===== src/hw/mcuxt_pkg.sv =====
// shared constants and types of the instruction execute tail
`default_nettype none
package mcuxt_pkg;
    // ----------------------------------------
    // register byte offsets
    // ----------------------------------------
    localparam logic [7:0] OFF_CMD = 8'h00;
    localparam logic [7:0] OFF_ACC = 8'h04;
    localparam logic [7:0] OFF_STATUS = 8'h08;
    localparam logic [7:0] OFF_TAB_LO = 8'h0c;
    localparam logic [7:0] OFF_TAB_PAGE = 8'h10;
    localparam logic [7:0] OFF_TAB_HI = 8'h14;
    localparam logic [7:0] OFF_PC = 8'h18;
    localparam logic [7:0] OFF_MADDR = 8'h1c;
    localparam logic [7:0] OFF_MDATA = 8'h20;
    // ----------------------------------------
    // field positions
    // ----------------------------------------
    localparam int CMD_OP_LSB = 0;
    localparam int CMD_BIT_LSB = 5;
    localparam int CMD_IMM_LSB = 8;
    localparam int CMD_ADDR_LSB = 16;
    localparam int ST_BUSY_BIT = 8;
    // ----------------------------------------
    // reset values and fixed figures
    // ----------------------------------------
    localparam logic [7:0] RST_BYTE = 8'h00;
    localparam logic [15:0] RST_PC = 16'h0000;
    localparam logic [7:0] LAST_PAGE = 8'hff;
    localparam logic [7:0] DAA_LO = 8'h06;
    localparam logic [7:0] DAA_HI = 8'h60;
    localparam logic [3:0] BCD_MAX = 4'h9;
    // ----------------------------------------
    // types
    // ----------------------------------------
    typedef enum logic [4:0] {
        OP_NOP = 5'h00, OP_NIB_ACC = 5'h01, OP_SKZ = 5'h02, OP_SKZ_ACC = 5'h03,
        OP_SKZ_BIT = 5'h04, OP_TRD_P = 5'h05, OP_TRD_L = 5'h06,
        OP_ITRD_P = 5'h07, OP_ITRD_L = 5'h08, OP_XOR_A = 5'h09,
        OP_XOR_M = 5'h0a, OP_XOR_I = 5'h0b, OP_ADC_A = 5'h0c, OP_ADC_M = 5'h0d,
        OP_ADD_A = 5'h0e, OP_ADD_M = 5'h0f, OP_AND_A = 5'h10, OP_AND_M = 5'h11,
        OP_CLR = 5'h12, OP_CLR_BIT = 5'h13, OP_CPL = 5'h14, OP_CPL_A = 5'h15,
        OP_DAA = 5'h16, OP_DEC = 5'h17, OP_DEC_A = 5'h18, OP_INC = 5'h19,
        OP_INC_A = 5'h1a, OP_MOV_A = 5'h1b, OP_MOV_M = 5'h1c, OP_OR_A = 5'h1d
    } mcuxt_op_e;
    typedef enum logic [1:0] {
        ST_IDLE = 2'b00, ST_EXEC = 2'b01, ST_DUMMY = 2'b10
    } mcuxt_state_e;
    typedef struct packed {
        logic sgn;
        logic wrap;
        logic z;
        logic half;
        logic c;
    } mcuxt_flags_s;
    typedef struct packed {
        logic [7:0] res;
        mcuxt_flags_s fl;
    } mcuxt_alu_s;
    typedef struct packed {
        mcuxt_state_e state;
        mcuxt_op_e op;
        logic [2:0] bitsel;
        logic [7:0] imm;
        logic [7:0] addr;
        logic [7:0] acc;
        mcuxt_flags_s fl;
        logic [7:0] tab_lo;
        logic [7:0] tab_page;
        logic [7:0] tab_hi;
        logic [15:0] pc;
        logic [15:0] prog_addr;
        logic [7:0] maddr;
        logic [31:0] prdata;
    } mcuxt_core_s;
endpackage
`default_nettype wire


===== src/hw/mcuxt_core.sv =====
// instruction execute tail: datapath, sequencer and apb register slave
`default_nettype none
// What this block does
// RULE1: nibble exchange puts swapped memory nibbles in acc; memory, flags kept
// RULE2: skip_if_zero rewrites byte unchanged, skips when zero, flags kept
// RULE3: taken skip adds one dummy cycle; untaken continues normally
// RULE4: skip_zero_copy_acc loads byte into acc, skips when zero
// RULE5: bit test skips when selected bit is zero, flags kept
// RULE6: paged table read: word at page and low pointer, low to memory, high to latch
// RULE7: final-page read uses last page with low pointer only
// RULE8: incrementing paged read bumps low pointer first, then fetches
// RULE9: incrementing final-page read bumps low pointer first, then fetches
// RULE10: xor with memory to acc or memory, or with immediate to acc only, zero flag updated
// RULE11: far operations address any data memory byte directly, no banking
// RULE12: far add with carry to acc or memory, five arithmetic flags updated
// RULE13: far add without carry to acc or memory, five flags updated
// RULE14: far and to acc or memory, zero flag updated
// RULE15: far clear writes zero, bit clear zeroes one bit, flags kept
// RULE16: far complement to memory or acc only, zero flag updated
// RULE17: decimal adjust adds six per nibble on limit or carry, result to memory
// RULE18: decimal adjust changes only carry, set when sum passes ninety-nine
// RULE19: far decrement in place or into acc only, zero flag updated
// RULE20: far increment in place or into acc only, zero flag updated
// RULE21: far move copies memory to acc or acc to memory, flags kept
// RULE22: far or stores acc or memory into acc
// RULE23: unskipped instructions take one cycle and advance pc by one
module mcuxt_core #(
    parameter int DM_DEPTH = 256,
    parameter int PAW = 16
) (
    input wire logic pclk,
    input wire logic presetn,
    input wire logic psel,
    input wire logic penable,
    input wire logic pwrite,
    input wire logic [7:0] paddr,
    input wire logic [31:0] pwdata,
    output logic [31:0] prdata,
    output logic pready,
    output logic pslverr,
    output logic [PAW-1:0] prog_addr,
    input wire logic [15:0] prog_rdata,
    output logic busy
);
    localparam int DM_AW = (DM_DEPTH > 1) ? $clog2(DM_DEPTH) : 1;

    if (DM_DEPTH < 2 || DM_DEPTH > 256 || (DM_DEPTH & (DM_DEPTH - 1)) != 0)
    begin : g_bad_depth
        $error("DM_DEPTH must be a power of two from 2 to 256");
    end
    if (PAW < 9 || PAW > 16)
    begin : g_bad_paw
        $error("PAW must lie between 9 and 16");
    end

    // ----------------------------------------
    // arithmetic helper
    // ----------------------------------------
    function automatic mcuxt_pkg::mcuxt_alu_s add8(input logic [7:0] a,
        input logic [7:0] b, input logic cin);
        logic [8:0] s;
        logic [4:0] h;
        mcuxt_pkg::mcuxt_alu_s o;
        s = {1'b0, a} + {1'b0, b} + {8'h00, cin};
        h = {1'b0, a[3:0]} + {1'b0, b[3:0]} + {4'h0, cin};
        o.res = s[7:0];
        o.fl.c = s[8];
        o.fl.half = h[4];
        o.fl.z = (s[7:0] == 8'h00);
        o.fl.wrap = (a[7] == b[7]) && (s[7] != a[7]);
        // sign of the true, unwrapped sum
        o.fl.sgn = o.fl.wrap ^ s[7];
        return o;
    endfunction

    function automatic logic [DM_AW-1:0] midx(input logic [7:0] a);
        return a[DM_AW-1:0];
    endfunction

    // ----------------------------------------
    // state
    // ----------------------------------------
    mcuxt_pkg::mcuxt_core_s r_reg;
    mcuxt_pkg::mcuxt_core_s r_next;
    logic [7:0] mem_reg [DM_DEPTH];
    logic mem_we;
    logic [DM_AW-1:0] mem_wa;
    logic [7:0] mem_wd;
    logic [7:0] m_val;
    logic [7:0] m_swap;
    logic take_skip;
    logic setup;
    logic wr_acc;
    logic mapped;
    logic [31:0] rd_mux;
    logic [7:0] tab_lo_new;

    assign m_val = mem_reg[midx(r_reg.addr)]; // RULE11
    assign m_swap = {m_val[3:0], m_val[7:4]};
    assign setup = psel && !penable;
    assign wr_acc = psel && penable && pwrite;
    assign pready = 1'b1;
    assign pslverr = psel && penable && !mapped;
    assign prdata = r_reg.prdata;
    assign prog_addr = r_reg.prog_addr[PAW-1:0];
    assign busy = (r_reg.state != mcuxt_pkg::ST_IDLE);

    // ----------------------------------------
    // register read path
    // ----------------------------------------
    always_comb
    begin
        mapped = 1'b1;
        rd_mux = 32'h0000_0000;
        case (paddr)
            mcuxt_pkg::OFF_CMD: rd_mux = {8'h00, r_reg.addr, r_reg.imm, r_reg.bitsel, r_reg.op};
            mcuxt_pkg::OFF_ACC: rd_mux = {24'h000000, r_reg.acc};
            mcuxt_pkg::OFF_STATUS:
            begin
                rd_mux[4:0] = r_reg.fl;
                rd_mux[mcuxt_pkg::ST_BUSY_BIT] = busy;
            end
            mcuxt_pkg::OFF_TAB_LO: rd_mux = {24'h000000, r_reg.tab_lo};
            mcuxt_pkg::OFF_TAB_PAGE: rd_mux = {24'h000000, r_reg.tab_page};
            mcuxt_pkg::OFF_TAB_HI: rd_mux = {24'h000000, r_reg.tab_hi};
            mcuxt_pkg::OFF_PC: rd_mux = {16'h0000, r_reg.pc};
            mcuxt_pkg::OFF_MADDR: rd_mux = {24'h000000, r_reg.maddr};
            mcuxt_pkg::OFF_MDATA: rd_mux = {24'h000000, mem_reg[midx(r_reg.maddr)]};
            default: mapped = 1'b0;
        endcase
    end

    // ----------------------------------------
    // next state: register writes and execution
    // ----------------------------------------
    always_comb
    begin
        mcuxt_pkg::mcuxt_alu_s al;
        logic [7:0] adj;
        logic [8:0] ds;
        logic [7:0] t;
        al = '0;
        adj = 8'h00;
        ds = 9'h000;
        t = 8'h00;
        r_next = r_reg;
        mem_we = 1'b0;
        mem_wa = midx(r_reg.addr);
        mem_wd = m_val;
        take_skip = 1'b0;
        tab_lo_new = r_reg.tab_lo;
        if (setup)
        begin
            r_next.prdata = rd_mux;
        end
        case (r_reg.state)
            mcuxt_pkg::ST_IDLE:
            begin
                // writes are refused while an instruction is in flight
                if (wr_acc)
                begin
                    case (paddr)
                        mcuxt_pkg::OFF_CMD:
                        begin
                            r_next.op = mcuxt_pkg::mcuxt_op_e'(pwdata[mcuxt_pkg::CMD_OP_LSB +: 5]);
                            r_next.bitsel = pwdata[mcuxt_pkg::CMD_BIT_LSB +: 3];
                            r_next.imm = pwdata[mcuxt_pkg::CMD_IMM_LSB +: 8];
                            r_next.addr = pwdata[mcuxt_pkg::CMD_ADDR_LSB +: 8];
                            r_next.state = mcuxt_pkg::ST_EXEC;
                            if (r_next.op == mcuxt_pkg::OP_ITRD_P ||
                                r_next.op == mcuxt_pkg::OP_ITRD_L)
                            begin
                                tab_lo_new = r_reg.tab_lo + 8'h01; // RULE8 RULE9
                            end
                            r_next.tab_lo = tab_lo_new;
                            // pointer fetch issued now so the word is ready in the exec cycle
                            if (r_next.op == mcuxt_pkg::OP_TRD_L ||
                                r_next.op == mcuxt_pkg::OP_ITRD_L)
                            begin
                                r_next.prog_addr = {mcuxt_pkg::LAST_PAGE, tab_lo_new}; // RULE7
                            end
                            else
                            begin
                                r_next.prog_addr = {r_reg.tab_page, tab_lo_new}; // RULE6
                            end
                        end
                        mcuxt_pkg::OFF_ACC: r_next.acc = pwdata[7:0];
                        mcuxt_pkg::OFF_STATUS: r_next.fl = pwdata[4:0];
                        mcuxt_pkg::OFF_TAB_LO: r_next.tab_lo = pwdata[7:0];
                        mcuxt_pkg::OFF_TAB_PAGE: r_next.tab_page = pwdata[7:0];
                        mcuxt_pkg::OFF_PC: r_next.pc = pwdata[15:0];
                        mcuxt_pkg::OFF_MADDR: r_next.maddr = pwdata[7:0];
                        mcuxt_pkg::OFF_MDATA:
                        begin
                            mem_we = 1'b1;
                            mem_wa = midx(r_reg.maddr);
                            mem_wd = pwdata[7:0];
                        end
                        default: r_next.state = r_reg.state;
                    endcase
                end
            end
            mcuxt_pkg::ST_EXEC:
            begin
                case (r_reg.op)
                    mcuxt_pkg::OP_NIB_ACC: r_next.acc = m_swap; // RULE1
                    mcuxt_pkg::OP_SKZ:
                    begin
                        mem_we = 1'b1; // RULE2
                        take_skip = (m_val == 8'h00); // RULE2
                    end
                    mcuxt_pkg::OP_SKZ_ACC:
                    begin
                        r_next.acc = m_val; // RULE4
                        take_skip = (m_val == 8'h00); // RULE4
                    end
                    mcuxt_pkg::OP_SKZ_BIT: take_skip = !m_val[r_reg.bitsel]; // RULE5
                    mcuxt_pkg::OP_TRD_P, mcuxt_pkg::OP_TRD_L,
                    mcuxt_pkg::OP_ITRD_P, mcuxt_pkg::OP_ITRD_L:
                    begin
                        mem_we = 1'b1; // RULE6 RULE7
                        mem_wd = prog_rdata[7:0];
                        r_next.tab_hi = prog_rdata[15:8];
                    end
                    mcuxt_pkg::OP_XOR_A, mcuxt_pkg::OP_XOR_M, mcuxt_pkg::OP_XOR_I,
                    mcuxt_pkg::OP_AND_A, mcuxt_pkg::OP_AND_M, mcuxt_pkg::OP_OR_A,
                    mcuxt_pkg::OP_CPL, mcuxt_pkg::OP_CPL_A, mcuxt_pkg::OP_DEC,
                    mcuxt_pkg::OP_DEC_A, mcuxt_pkg::OP_INC, mcuxt_pkg::OP_INC_A:
                    begin
                        case (r_reg.op)
                            mcuxt_pkg::OP_XOR_I: t = r_reg.acc ^ r_reg.imm; // RULE10
                            mcuxt_pkg::OP_XOR_A, mcuxt_pkg::OP_XOR_M: t = r_reg.acc ^ m_val; // RULE10
                            mcuxt_pkg::OP_AND_A, mcuxt_pkg::OP_AND_M: t = r_reg.acc & m_val; // RULE14
                            mcuxt_pkg::OP_OR_A: t = r_reg.acc | m_val; // RULE22
                            mcuxt_pkg::OP_CPL, mcuxt_pkg::OP_CPL_A: t = ~m_val; // RULE16
                            mcuxt_pkg::OP_DEC, mcuxt_pkg::OP_DEC_A: t = m_val - 8'h01; // RULE19
                            default: t = m_val + 8'h01; // RULE20
                        endcase
                        r_next.fl.z = (t == 8'h00);
                        if (r_reg.op == mcuxt_pkg::OP_XOR_M || r_reg.op == mcuxt_pkg::OP_AND_M ||
                            r_reg.op == mcuxt_pkg::OP_CPL || r_reg.op == mcuxt_pkg::OP_DEC ||
                            r_reg.op == mcuxt_pkg::OP_INC)
                        begin
                            mem_we = 1'b1;
                            mem_wd = t;
                        end
                        else
                        begin
                            r_next.acc = t;
                        end
                    end
                    mcuxt_pkg::OP_ADC_A, mcuxt_pkg::OP_ADC_M,
                    mcuxt_pkg::OP_ADD_A, mcuxt_pkg::OP_ADD_M:
                    begin
                        if (r_reg.op == mcuxt_pkg::OP_ADC_A || r_reg.op == mcuxt_pkg::OP_ADC_M)
                        begin
                            al = add8(r_reg.acc, m_val, r_reg.fl.c); // RULE12
                        end
                        else
                        begin
                            al = add8(r_reg.acc, m_val, 1'b0); // RULE13
                        end
                        r_next.fl = al.fl;
                        if (r_reg.op == mcuxt_pkg::OP_ADC_M || r_reg.op == mcuxt_pkg::OP_ADD_M)
                        begin
                            mem_we = 1'b1;
                            mem_wd = al.res;
                        end
                        else
                        begin
                            r_next.acc = al.res;
                        end
                    end
                    mcuxt_pkg::OP_CLR:
                    begin
                        mem_we = 1'b1;
                        mem_wd = mcuxt_pkg::RST_BYTE; // RULE15
                    end
                    mcuxt_pkg::OP_CLR_BIT:
                    begin
                        mem_we = 1'b1;
                        mem_wd = m_val & ~(8'h01 << r_reg.bitsel); // RULE15
                    end
                    mcuxt_pkg::OP_DAA:
                    begin
                        if (r_reg.acc[3:0] > mcuxt_pkg::BCD_MAX || r_reg.fl.half)
                        begin
                            adj = adj | mcuxt_pkg::DAA_LO; // RULE17
                        end
                        // high nibble judged after the low fix, else 9a would stay non-decimal
                        ds = {1'b0, r_reg.acc} + {1'b0, adj};
                        if (ds[7:4] > mcuxt_pkg::BCD_MAX || r_reg.fl.c || ds[8])
                        begin
                            adj = adj | mcuxt_pkg::DAA_HI; // RULE17
                        end
                        mem_we = 1'b1;
                        mem_wd = r_reg.acc + adj;
                        // only carry moves; it marks a decimal sum beyond 99
                        r_next.fl.c = r_reg.fl.c || adj[6] || ds[8]; // RULE18
                    end
                    mcuxt_pkg::OP_MOV_A: r_next.acc = m_val; // RULE21
                    mcuxt_pkg::OP_MOV_M:
                    begin
                        mem_we = 1'b1;
                        mem_wd = r_reg.acc; // RULE21
                    end
                    default: mem_we = 1'b0;
                endcase
                r_next.pc = r_reg.pc + 16'h0001; // RULE23
                r_next.state = take_skip ? mcuxt_pkg::ST_DUMMY : mcuxt_pkg::ST_IDLE; // RULE3
            end
            mcuxt_pkg::ST_DUMMY:
            begin
                // dummy cycle steps over the skipped word
                r_next.pc = r_reg.pc + 16'h0001; // RULE3
                r_next.state = mcuxt_pkg::ST_IDLE;
            end
            default: r_next.state = mcuxt_pkg::ST_IDLE;
        endcase
    end

    // ----------------------------------------
    // registers
    // ----------------------------------------
    always_ff @(posedge pclk or negedge presetn)
    begin
        if (!presetn)
        begin
            r_reg <= '0;
            r_reg.pc <= mcuxt_pkg::RST_PC;
        end
        else
        begin
            r_reg <= r_next;
        end
    end

    always_ff @(posedge pclk or negedge presetn)
    begin
        if (!presetn)
        begin
            for (int i = 0; i < DM_DEPTH; i++)
            begin
                mem_reg[i] <= mcuxt_pkg::RST_BYTE;
            end
        end
        else if (mem_we)
        begin
            mem_reg[mem_wa] <= mem_wd;
        end
    end

    // ----------------------------------------
    // checks
    // ----------------------------------------
    a_swap_nibbles: assert property (@(posedge pclk) disable iff (!presetn) // RULE1
        (r_reg.state == mcuxt_pkg::ST_EXEC && r_reg.op == mcuxt_pkg::OP_NIB_ACC)
        |=> (r_reg.acc == $past(m_swap)) && (r_reg.fl == $past(r_reg.fl)))
        else $error("nibble exchange result wrong");
    a_skip_dummy: assert property (@(posedge pclk) disable iff (!presetn) // RULE3
        (r_reg.state == mcuxt_pkg::ST_EXEC && take_skip)
        |=> r_reg.state == mcuxt_pkg::ST_DUMMY ##1 r_reg.state == mcuxt_pkg::ST_IDLE)
        else $error("taken skip not two cycles");
    a_single_cycle: assert property (@(posedge pclk) disable iff (!presetn) // RULE23
        (r_reg.state == mcuxt_pkg::ST_EXEC && !take_skip)
        |=> r_reg.state == mcuxt_pkg::ST_IDLE && r_reg.pc == $past(r_reg.pc) + 16'h0001)
        else $error("plain instruction not one cycle");
    a_zero_skip: assert property (@(posedge pclk) disable iff (!presetn) // RULE2
        (r_reg.state == mcuxt_pkg::ST_EXEC && r_reg.op == mcuxt_pkg::OP_SKZ)
        |-> (take_skip == (m_val == 8'h00)) ##1 (r_reg.fl == $past(r_reg.fl)))
        else $error("zero test skip wrong");
    a_bit_skip: assert property (@(posedge pclk) disable iff (!presetn) // RULE5
        (r_reg.state == mcuxt_pkg::ST_EXEC && r_reg.op == mcuxt_pkg::OP_SKZ_BIT &&
        ((m_val >> r_reg.bitsel) & 8'h01) == 8'h00)
        |=> r_reg.state == mcuxt_pkg::ST_DUMMY)
        else $error("bit test did not skip");
    a_ptr_bump: assert property (@(posedge pclk) disable iff (!presetn) // RULE8
        (r_reg.state == mcuxt_pkg::ST_IDLE && wr_acc && paddr == mcuxt_pkg::OFF_CMD &&
        pwdata[4:0] == 5'h07)
        |=> r_reg.tab_lo == $past(r_reg.tab_lo) + 8'h01 && r_reg.prog_addr[7:0] == r_reg.tab_lo)
        else $error("pointer not bumped before fetch");
    a_final_page: assert property (@(posedge pclk) disable iff (!presetn) // RULE7
        (r_reg.state == mcuxt_pkg::ST_IDLE && wr_acc && paddr == mcuxt_pkg::OFF_CMD &&
        pwdata[4:0] == 5'h06)
        |=> r_reg.prog_addr[15:8] == 8'hff)
        else $error("final page not selected");
    a_xor_zero: assert property (@(posedge pclk) disable iff (!presetn) // RULE10
        (r_reg.state == mcuxt_pkg::ST_EXEC && r_reg.op == mcuxt_pkg::OP_XOR_A)
        |=> r_reg.fl.z == (r_reg.acc == 8'h00))
        else $error("xor zero flag wrong");
    a_daa_flags: assert property (@(posedge pclk) disable iff (!presetn) // RULE18
        (r_reg.state == mcuxt_pkg::ST_EXEC && r_reg.op == mcuxt_pkg::OP_DAA)
        |=> r_reg.fl[4:1] == $past(r_reg.fl[4:1]) && r_reg.acc == $past(r_reg.acc))
        else $error("decimal adjust touched other flags");
endmodule
`default_nettype wire


===== config.mk =====
export PLATFORM = sky130hd
export DESIGN_NAME = mcuxt_core
export DESIGN_NICKNAME = d
export VERILOG_FILES = /design/src/hw/mcuxt_pkg.sv /design/src/hw/mcuxt_core.sv
export SDC_FILE = /design/constraint.sdc
export NUM_CORES = 2
export LEC_CHECK = 0
export BUFFER_PORTS_ARGS = -buffer_cell sky130_fd_sc_hd__buf_2
export CAP_MARGIN = 20
export CORE_MARGIN = 3
export CORE_UTILIZATION = 50
export DETAILED_ROUTE_END_ITERATION = 10
export PLACE_DENSITY = 0.65
export SYNTH_ARGS = -nofsm -noshare
export SYNTH_HDL_FRONTEND = slang
export SYNTH_SLANG_ARGS = --single-unit

===== constraint.sdc =====
create_clock -name pclk -period 16.25 [get_ports pclk]
set_input_delay 2.4375 -clock pclk [delete_from_list [all_inputs] [get_ports pclk]]
set_output_delay 2.4375 -clock pclk [all_outputs]
set_load 0.02 [all_outputs]

==> results.ini <==
[synth]
synth.distinct_cells=85
seq_area_frac_synth=0.467
synthCells=10700
synth_async_sr_flop_share=1.00
synthesis.area_per_instance_um2=10.8
synth.yosys.warnings=0
yosys_register_bits=2175
netlist_area_um2=116000
synth_edf_count=0
synth_flop_cell=sky130_fd_sc_hd__dfrtp_1

[routing]
first_iter_violations=11500
drtAntennaViolNets=0
via_per_inst=6.70
route.final.wire_length_um=409000
drt_drc_violations_left=0
num_vias=90700
route.detailed.wl_per_inst_um=30.2
drt_pass1_iterations=8

[final_layout]
multi_input_comb_area_um2=57200
nFillCells=19500
largest_register_ff_count=2048
post-route-util=0.544
area_delta_synth_final_pct=7.80
final_net_count=10400
regArea_um2=54500
drive_above_1_share=0.179

[grt]
met3_usage=0.111
global_route.usage.met2=0.499
globalRoute.totalOverflow=0
track_usage=0.344
grt.met1_usage=0.466
number_of_global_route_vias_before_repair=87800
grt_pass1_wl_um=607000
grt-busiest-layer=met2
pin_count_of_the_biggest_net_entering_global_routing=203
antenna_found_initial=32

[power_and_ir_drop]
vdd.ir_drop.worst_v=0.000124
cell_internal_pwr_mw=8.51
power.clock.fraction=0.473
power_density_nw_per_um2=88.9
power.total_mw=11.2
p_sw_frac=0.238
p_leak_nw=49.4
power.switching_mw=2.66
power.sequential.fraction=0.487
power.combinational.fraction=0.039

[worst_hold_path]
hold_path_end=prdata[13]$_DFFE_PN0P_
holdCritPathClass=flip-flop to flip-flop
hold_path_depth=2
holdCritStartpoint=prdata[13]$_DFFE_PN0P_

[cts]
clock_insertion_delay_worst_skew_ns=0.94
hold_buffers=0
numClockSinks=2175
cts.path.max_buffers=3
cts_h_tree_lvls=4
cts_buffers=225
post_cts.resized_instances=0
post-cts-setup-buffers=0
clock_tree_from_tritoncts=done
cts.root.buffer_cell=sky130_fd_sc_hd__clkbuf_16
path_clk_slew_ns=0.06

[die]
fp.dieW_um=489
fp.dieH_um=489
start_util=0.505
die_area_um2=239000
core_area_um2=231000
io-pin-count=112
placementRows=176

[worst_setup_path]
r2r.worst_path.cells=26
crit_required_ns=16.96
reg2reg_from=r_reg[113]$_DFFE_PN0P_
timing.critical_path.depth=26
worst_r2r_dst=mem_reg[765]$_DFFE_PN0P_
critical-path-max-stage-delay_ns=0.65
crit_path_top_delay_cell=sky130_fd_sc_hd__nand2_4
path_class=flip-flop to flip-flop
worst_path_most_repeated_cell=sky130_fd_sc_hd__buf_4
critical_path_fanouts_max=74
crit_path_start_kind=flip-flop
critical_path_endpoint_category=flip-flop
timing.reg2reg.setup_slack_ns=5.76
path_delay_family=buffers and inverters
timing.critical_path.buf_inv=7
crit_arrival_ns=11.19

[job]
max_capacitance_violation_count=0

[timing]
final_min_period_over_clock_period=0.645
totalNegativeSetupSlack_ns=0
fin_worst_hold_slack_ns=0.470
final-max-slew-violation-count=0
timing.final.ws_setup_ns=5.76
timing.slew.headroom=0.00539
timing.fmax_mhz=95.4
final_hold_viol_count=0
setup_viol_count_final=0
final.setup_skew_ns=0.0906
rsz0062_at_grt=no
post-route-min-period_ns=10.49
worst_slew_pin_slew_ns=1.49

[placement]
gpl.final_weighted_congestion=1.00
port_bufs=94
detailedPlace.worstSlack_ns=6.16
dp_hpwl_um=276000

[status]
run_status=completed

## stage by stage
step                cell area, um2  instances
floorplan                   116000      10800
detailed placement          118000      13100
global placement            118000      13100
finish                      126000      13500
CTS                         125000      13500
global route                125000      13500
## layout make-up
| cell class | count | share of cell area |
|---|---|---|
| Antenna cell | 25 | 0.000498 |
| Clock buffer | 327 | 0.0514 |
| Clock inverter | 87 | 0.00789 |
| Inverter | 40 | 0.00120 |
| Multi-Input combinational cell | 7539 | 0.455 |
| Sequential cell | 2175 | 0.434 |
| Tap cell | 3026 | 0.0302 |
| Timing Repair Buffer | 320 | 0.0198 |
## layer usage
metal  part of all wire  up-vias
li1                   -    38200
met1               0.38    45800
met2               0.44     5501
met3               0.12     1144
met4              0.060       22
met5            0.00064        -
## kinds of logic after synthesis
family	count (synthesis)	synth area share
AND/OR/NAND/NOR	3223	0.111
AO/OA/AOI/OAI	2808	0.132
flip-flops	2175	0.467
multiplexers	1433	0.239
buffers and inverters	1038	0.0441
adder cells (fa/ha/maj)	35	0.00395
XOR/XNOR	31	0.00233
other	2	0.0000645
## cell usage after synthesis (9+ instances only)
| master | instances | share of area |
|---|---|---|
| sky130_fd_sc_hd__a211oi_1 | 24 | 0.0015 |
| sky130_fd_sc_hd__a21boi_0 | 10 | 0.00064 |
| sky130_fd_sc_hd__a21o_1 | 14 | 0.00090 |
| sky130_fd_sc_hd__a21oi_1 | 344 | 0.015 |
| sky130_fd_sc_hd__a221oi_1 | 30 | 0.0023 |
| sky130_fd_sc_hd__a22o_1 | 18 | 0.0014 |
| sky130_fd_sc_hd__a22oi_1 | 188 | 0.012 |
| sky130_fd_sc_hd__a31oi_1 | 28 | 0.0015 |
| sky130_fd_sc_hd__and2_1 | 24 | 0.0013 |
| sky130_fd_sc_hd__and3_1 | 20 | 0.0011 |
| sky130_fd_sc_hd__buf_1 | 74 | 0.0024 |
| sky130_fd_sc_hd__buf_2 | 118 | 0.0051 |
| sky130_fd_sc_hd__buf_4 | 108 | 0.0070 |
| sky130_fd_sc_hd__buf_6 | 64 | 0.0062 |
| sky130_fd_sc_hd__buf_8 | 11 | 0.0014 |
| sky130_fd_sc_hd__clkbuf_1 | 591 | 0.019 |
| sky130_fd_sc_hd__clkbuf_2 | 29 | 0.0012 |
| sky130_fd_sc_hd__dfrtp_1 | 2175 | 0.47 |
| sky130_fd_sc_hd__ha_1 | 32 | 0.0034 |
| sky130_fd_sc_hd__inv_1 | 36 | 0.0012 |
| sky130_fd_sc_hd__mux2_2 | 55 | 0.0053 |
| sky130_fd_sc_hd__mux2i_1 | 306 | 0.026 |
| sky130_fd_sc_hd__mux4_2 | 1072 | 0.21 |
| sky130_fd_sc_hd__nand2_1 | 2374 | 0.077 |
| sky130_fd_sc_hd__nand2b_1 | 24 | 0.0013 |
| sky130_fd_sc_hd__nand3_1 | 132 | 0.0057 |
| sky130_fd_sc_hd__nand3b_1 | 12 | 0.00077 |
| sky130_fd_sc_hd__nand4_1 | 25 | 0.0013 |
| sky130_fd_sc_hd__nor2_1 | 464 | 0.015 |
| sky130_fd_sc_hd__nor2b_1 | 38 | 0.0020 |
| sky130_fd_sc_hd__nor3_1 | 45 | 0.0019 |
| sky130_fd_sc_hd__nor4_1 | 16 | 0.00086 |
| sky130_fd_sc_hd__o211ai_1 | 27 | 0.0017 |
| sky130_fd_sc_hd__o21ai_0 | 1887 | 0.081 |
| sky130_fd_sc_hd__o21ai_1 | 97 | 0.0042 |
| sky130_fd_sc_hd__o22ai_1 | 35 | 0.0019 |
| sky130_fd_sc_hd__o31ai_1 | 9 | 0.00058 |
| sky130_fd_sc_hd__or2_2 | 11 | 0.00059 |
| sky130_fd_sc_hd__or3_1 | 14 | 0.00075 |
| sky130_fd_sc_hd__xnor2_1 | 24 | 0.0018 |
## cell usage in the layout (no fill, tap or decap), types with 23 or more instances in the layout
cell type / synthesis / final
sky130_fd_sc_hd__nor2b_1: 38 / 30
sky130_fd_sc_hd__dfrtp_1: 2175 / 2163
sky130_fd_sc_hd__clkbuf_1: 591 / 63
sky130_fd_sc_hd__a31oi_1: 28 / 28
sky130_fd_sc_hd__and2_1: 24 / 23
sky130_fd_sc_hd__mux4_2: 1072 / 1072
sky130_fd_sc_hd__nand4_1: 25 / 25
sky130_fd_sc_hd__o21ai_0: 1887 / 1884
sky130_fd_sc_hd__nand2_1: 2374 / 2372
sky130_fd_sc_hd__o211ai_1: 27 / 27
sky130_fd_sc_hd__nor2_1: 464 / 444
sky130_fd_sc_hd__xnor2_1: 24 / 24
sky130_fd_sc_hd__o22ai_1: 35 / 35
sky130_fd_sc_hd__clkinv_2: 0 / 54
sky130_fd_sc_hd__o21ai_1: 97 / 100
sky130_fd_sc_hd__nand3_1: 132 / 132
sky130_fd_sc_hd__mux2i_1: 306 / 306
sky130_fd_sc_hd__nand2b_1: 24 / 24
sky130_fd_sc_hd__nor3_1: 45 / 45
sky130_fd_sc_hd__a221oi_1: 30 / 28
sky130_fd_sc_hd__ha_1: 32 / 32
sky130_fd_sc_hd__clkbuf_8: 0 / 36
sky130_fd_sc_hd__diode_2: 0 / 25
sky130_fd_sc_hd__a22oi_1: 188 / 188
sky130_fd_sc_hd__mux2_2: 55 / 55
sky130_fd_sc_hd__buf_2: 118 / 94
sky130_fd_sc_hd__inv_1: 36 / 36
sky130_fd_sc_hd__clkbuf_16: 0 / 229
sky130_fd_sc_hd__a211oi_1: 24 / 24
sky130_fd_sc_hd__buf_4: 108 / 200
sky130_fd_sc_hd__a21oi_1: 344 / 344
## worst max path at each step
| stage | slack (ns) | endpoint | startpoint |
|---|---|---|---|
| 3_5_place_dp | 6.16 | mem_reg[559]$_DFFE_PN0P_ | r_reg[109]$_DFFE_PN0P_ |
| 5_1_grt | 5.29 | mem_reg[733]$_DFFE_PN0P_ | r_reg[109]$_DFFE_PN0P_ |
| 4_1_cts | 6.06 | mem_reg[559]$_DFFE_PN0P_ | r_reg[109]$_DFFE_PN0P_ |
| 6_report | 5.76 | mem_reg[765]$_DFFE_PN0P_ | r_reg[113]$_DFFE_PN0P_ |
| 3_3_place_gp | 6.40 | mem_reg[1951]$_DFFE_PN0P_ | r_reg[109]$_DFFE_PN0P_ |
| 2_1_floorplan | 10.03 | pslverr | paddr[1] |
## power by group through the flow
| stage | Sequential [mW] | Clock (mW) | Combinational (mW) |
|---|---|---|---|
| finish | 5.44 | 5.29 | 0.438 |
| global route | 5.44 | 5.55 | 0.471 |
| CTS | 5.44 | 5.33 | 0.434 |
| detailed placement | 5.54 | 0 | 0.433 |
| global placement | 5.54 | 0 | 0.426 |
| floorplan | 5.53 | 0 | 0.223 |
## worst register-to-register path: cells and delay by family (launching register included)
family | cells | cell delay (ns)
buffers and inverters | 7 | 3.54
AND/OR/NAND/NOR | 10 | 3.39
AO/OA/AOI/OAI | 5 | 1.38
adder cells (fa/ha/maj) | 2 | 0.72
XOR/XNOR | 2 | 0.63
flip-flops | 1 | 0.59
Power figures use the tool's default switching activity.
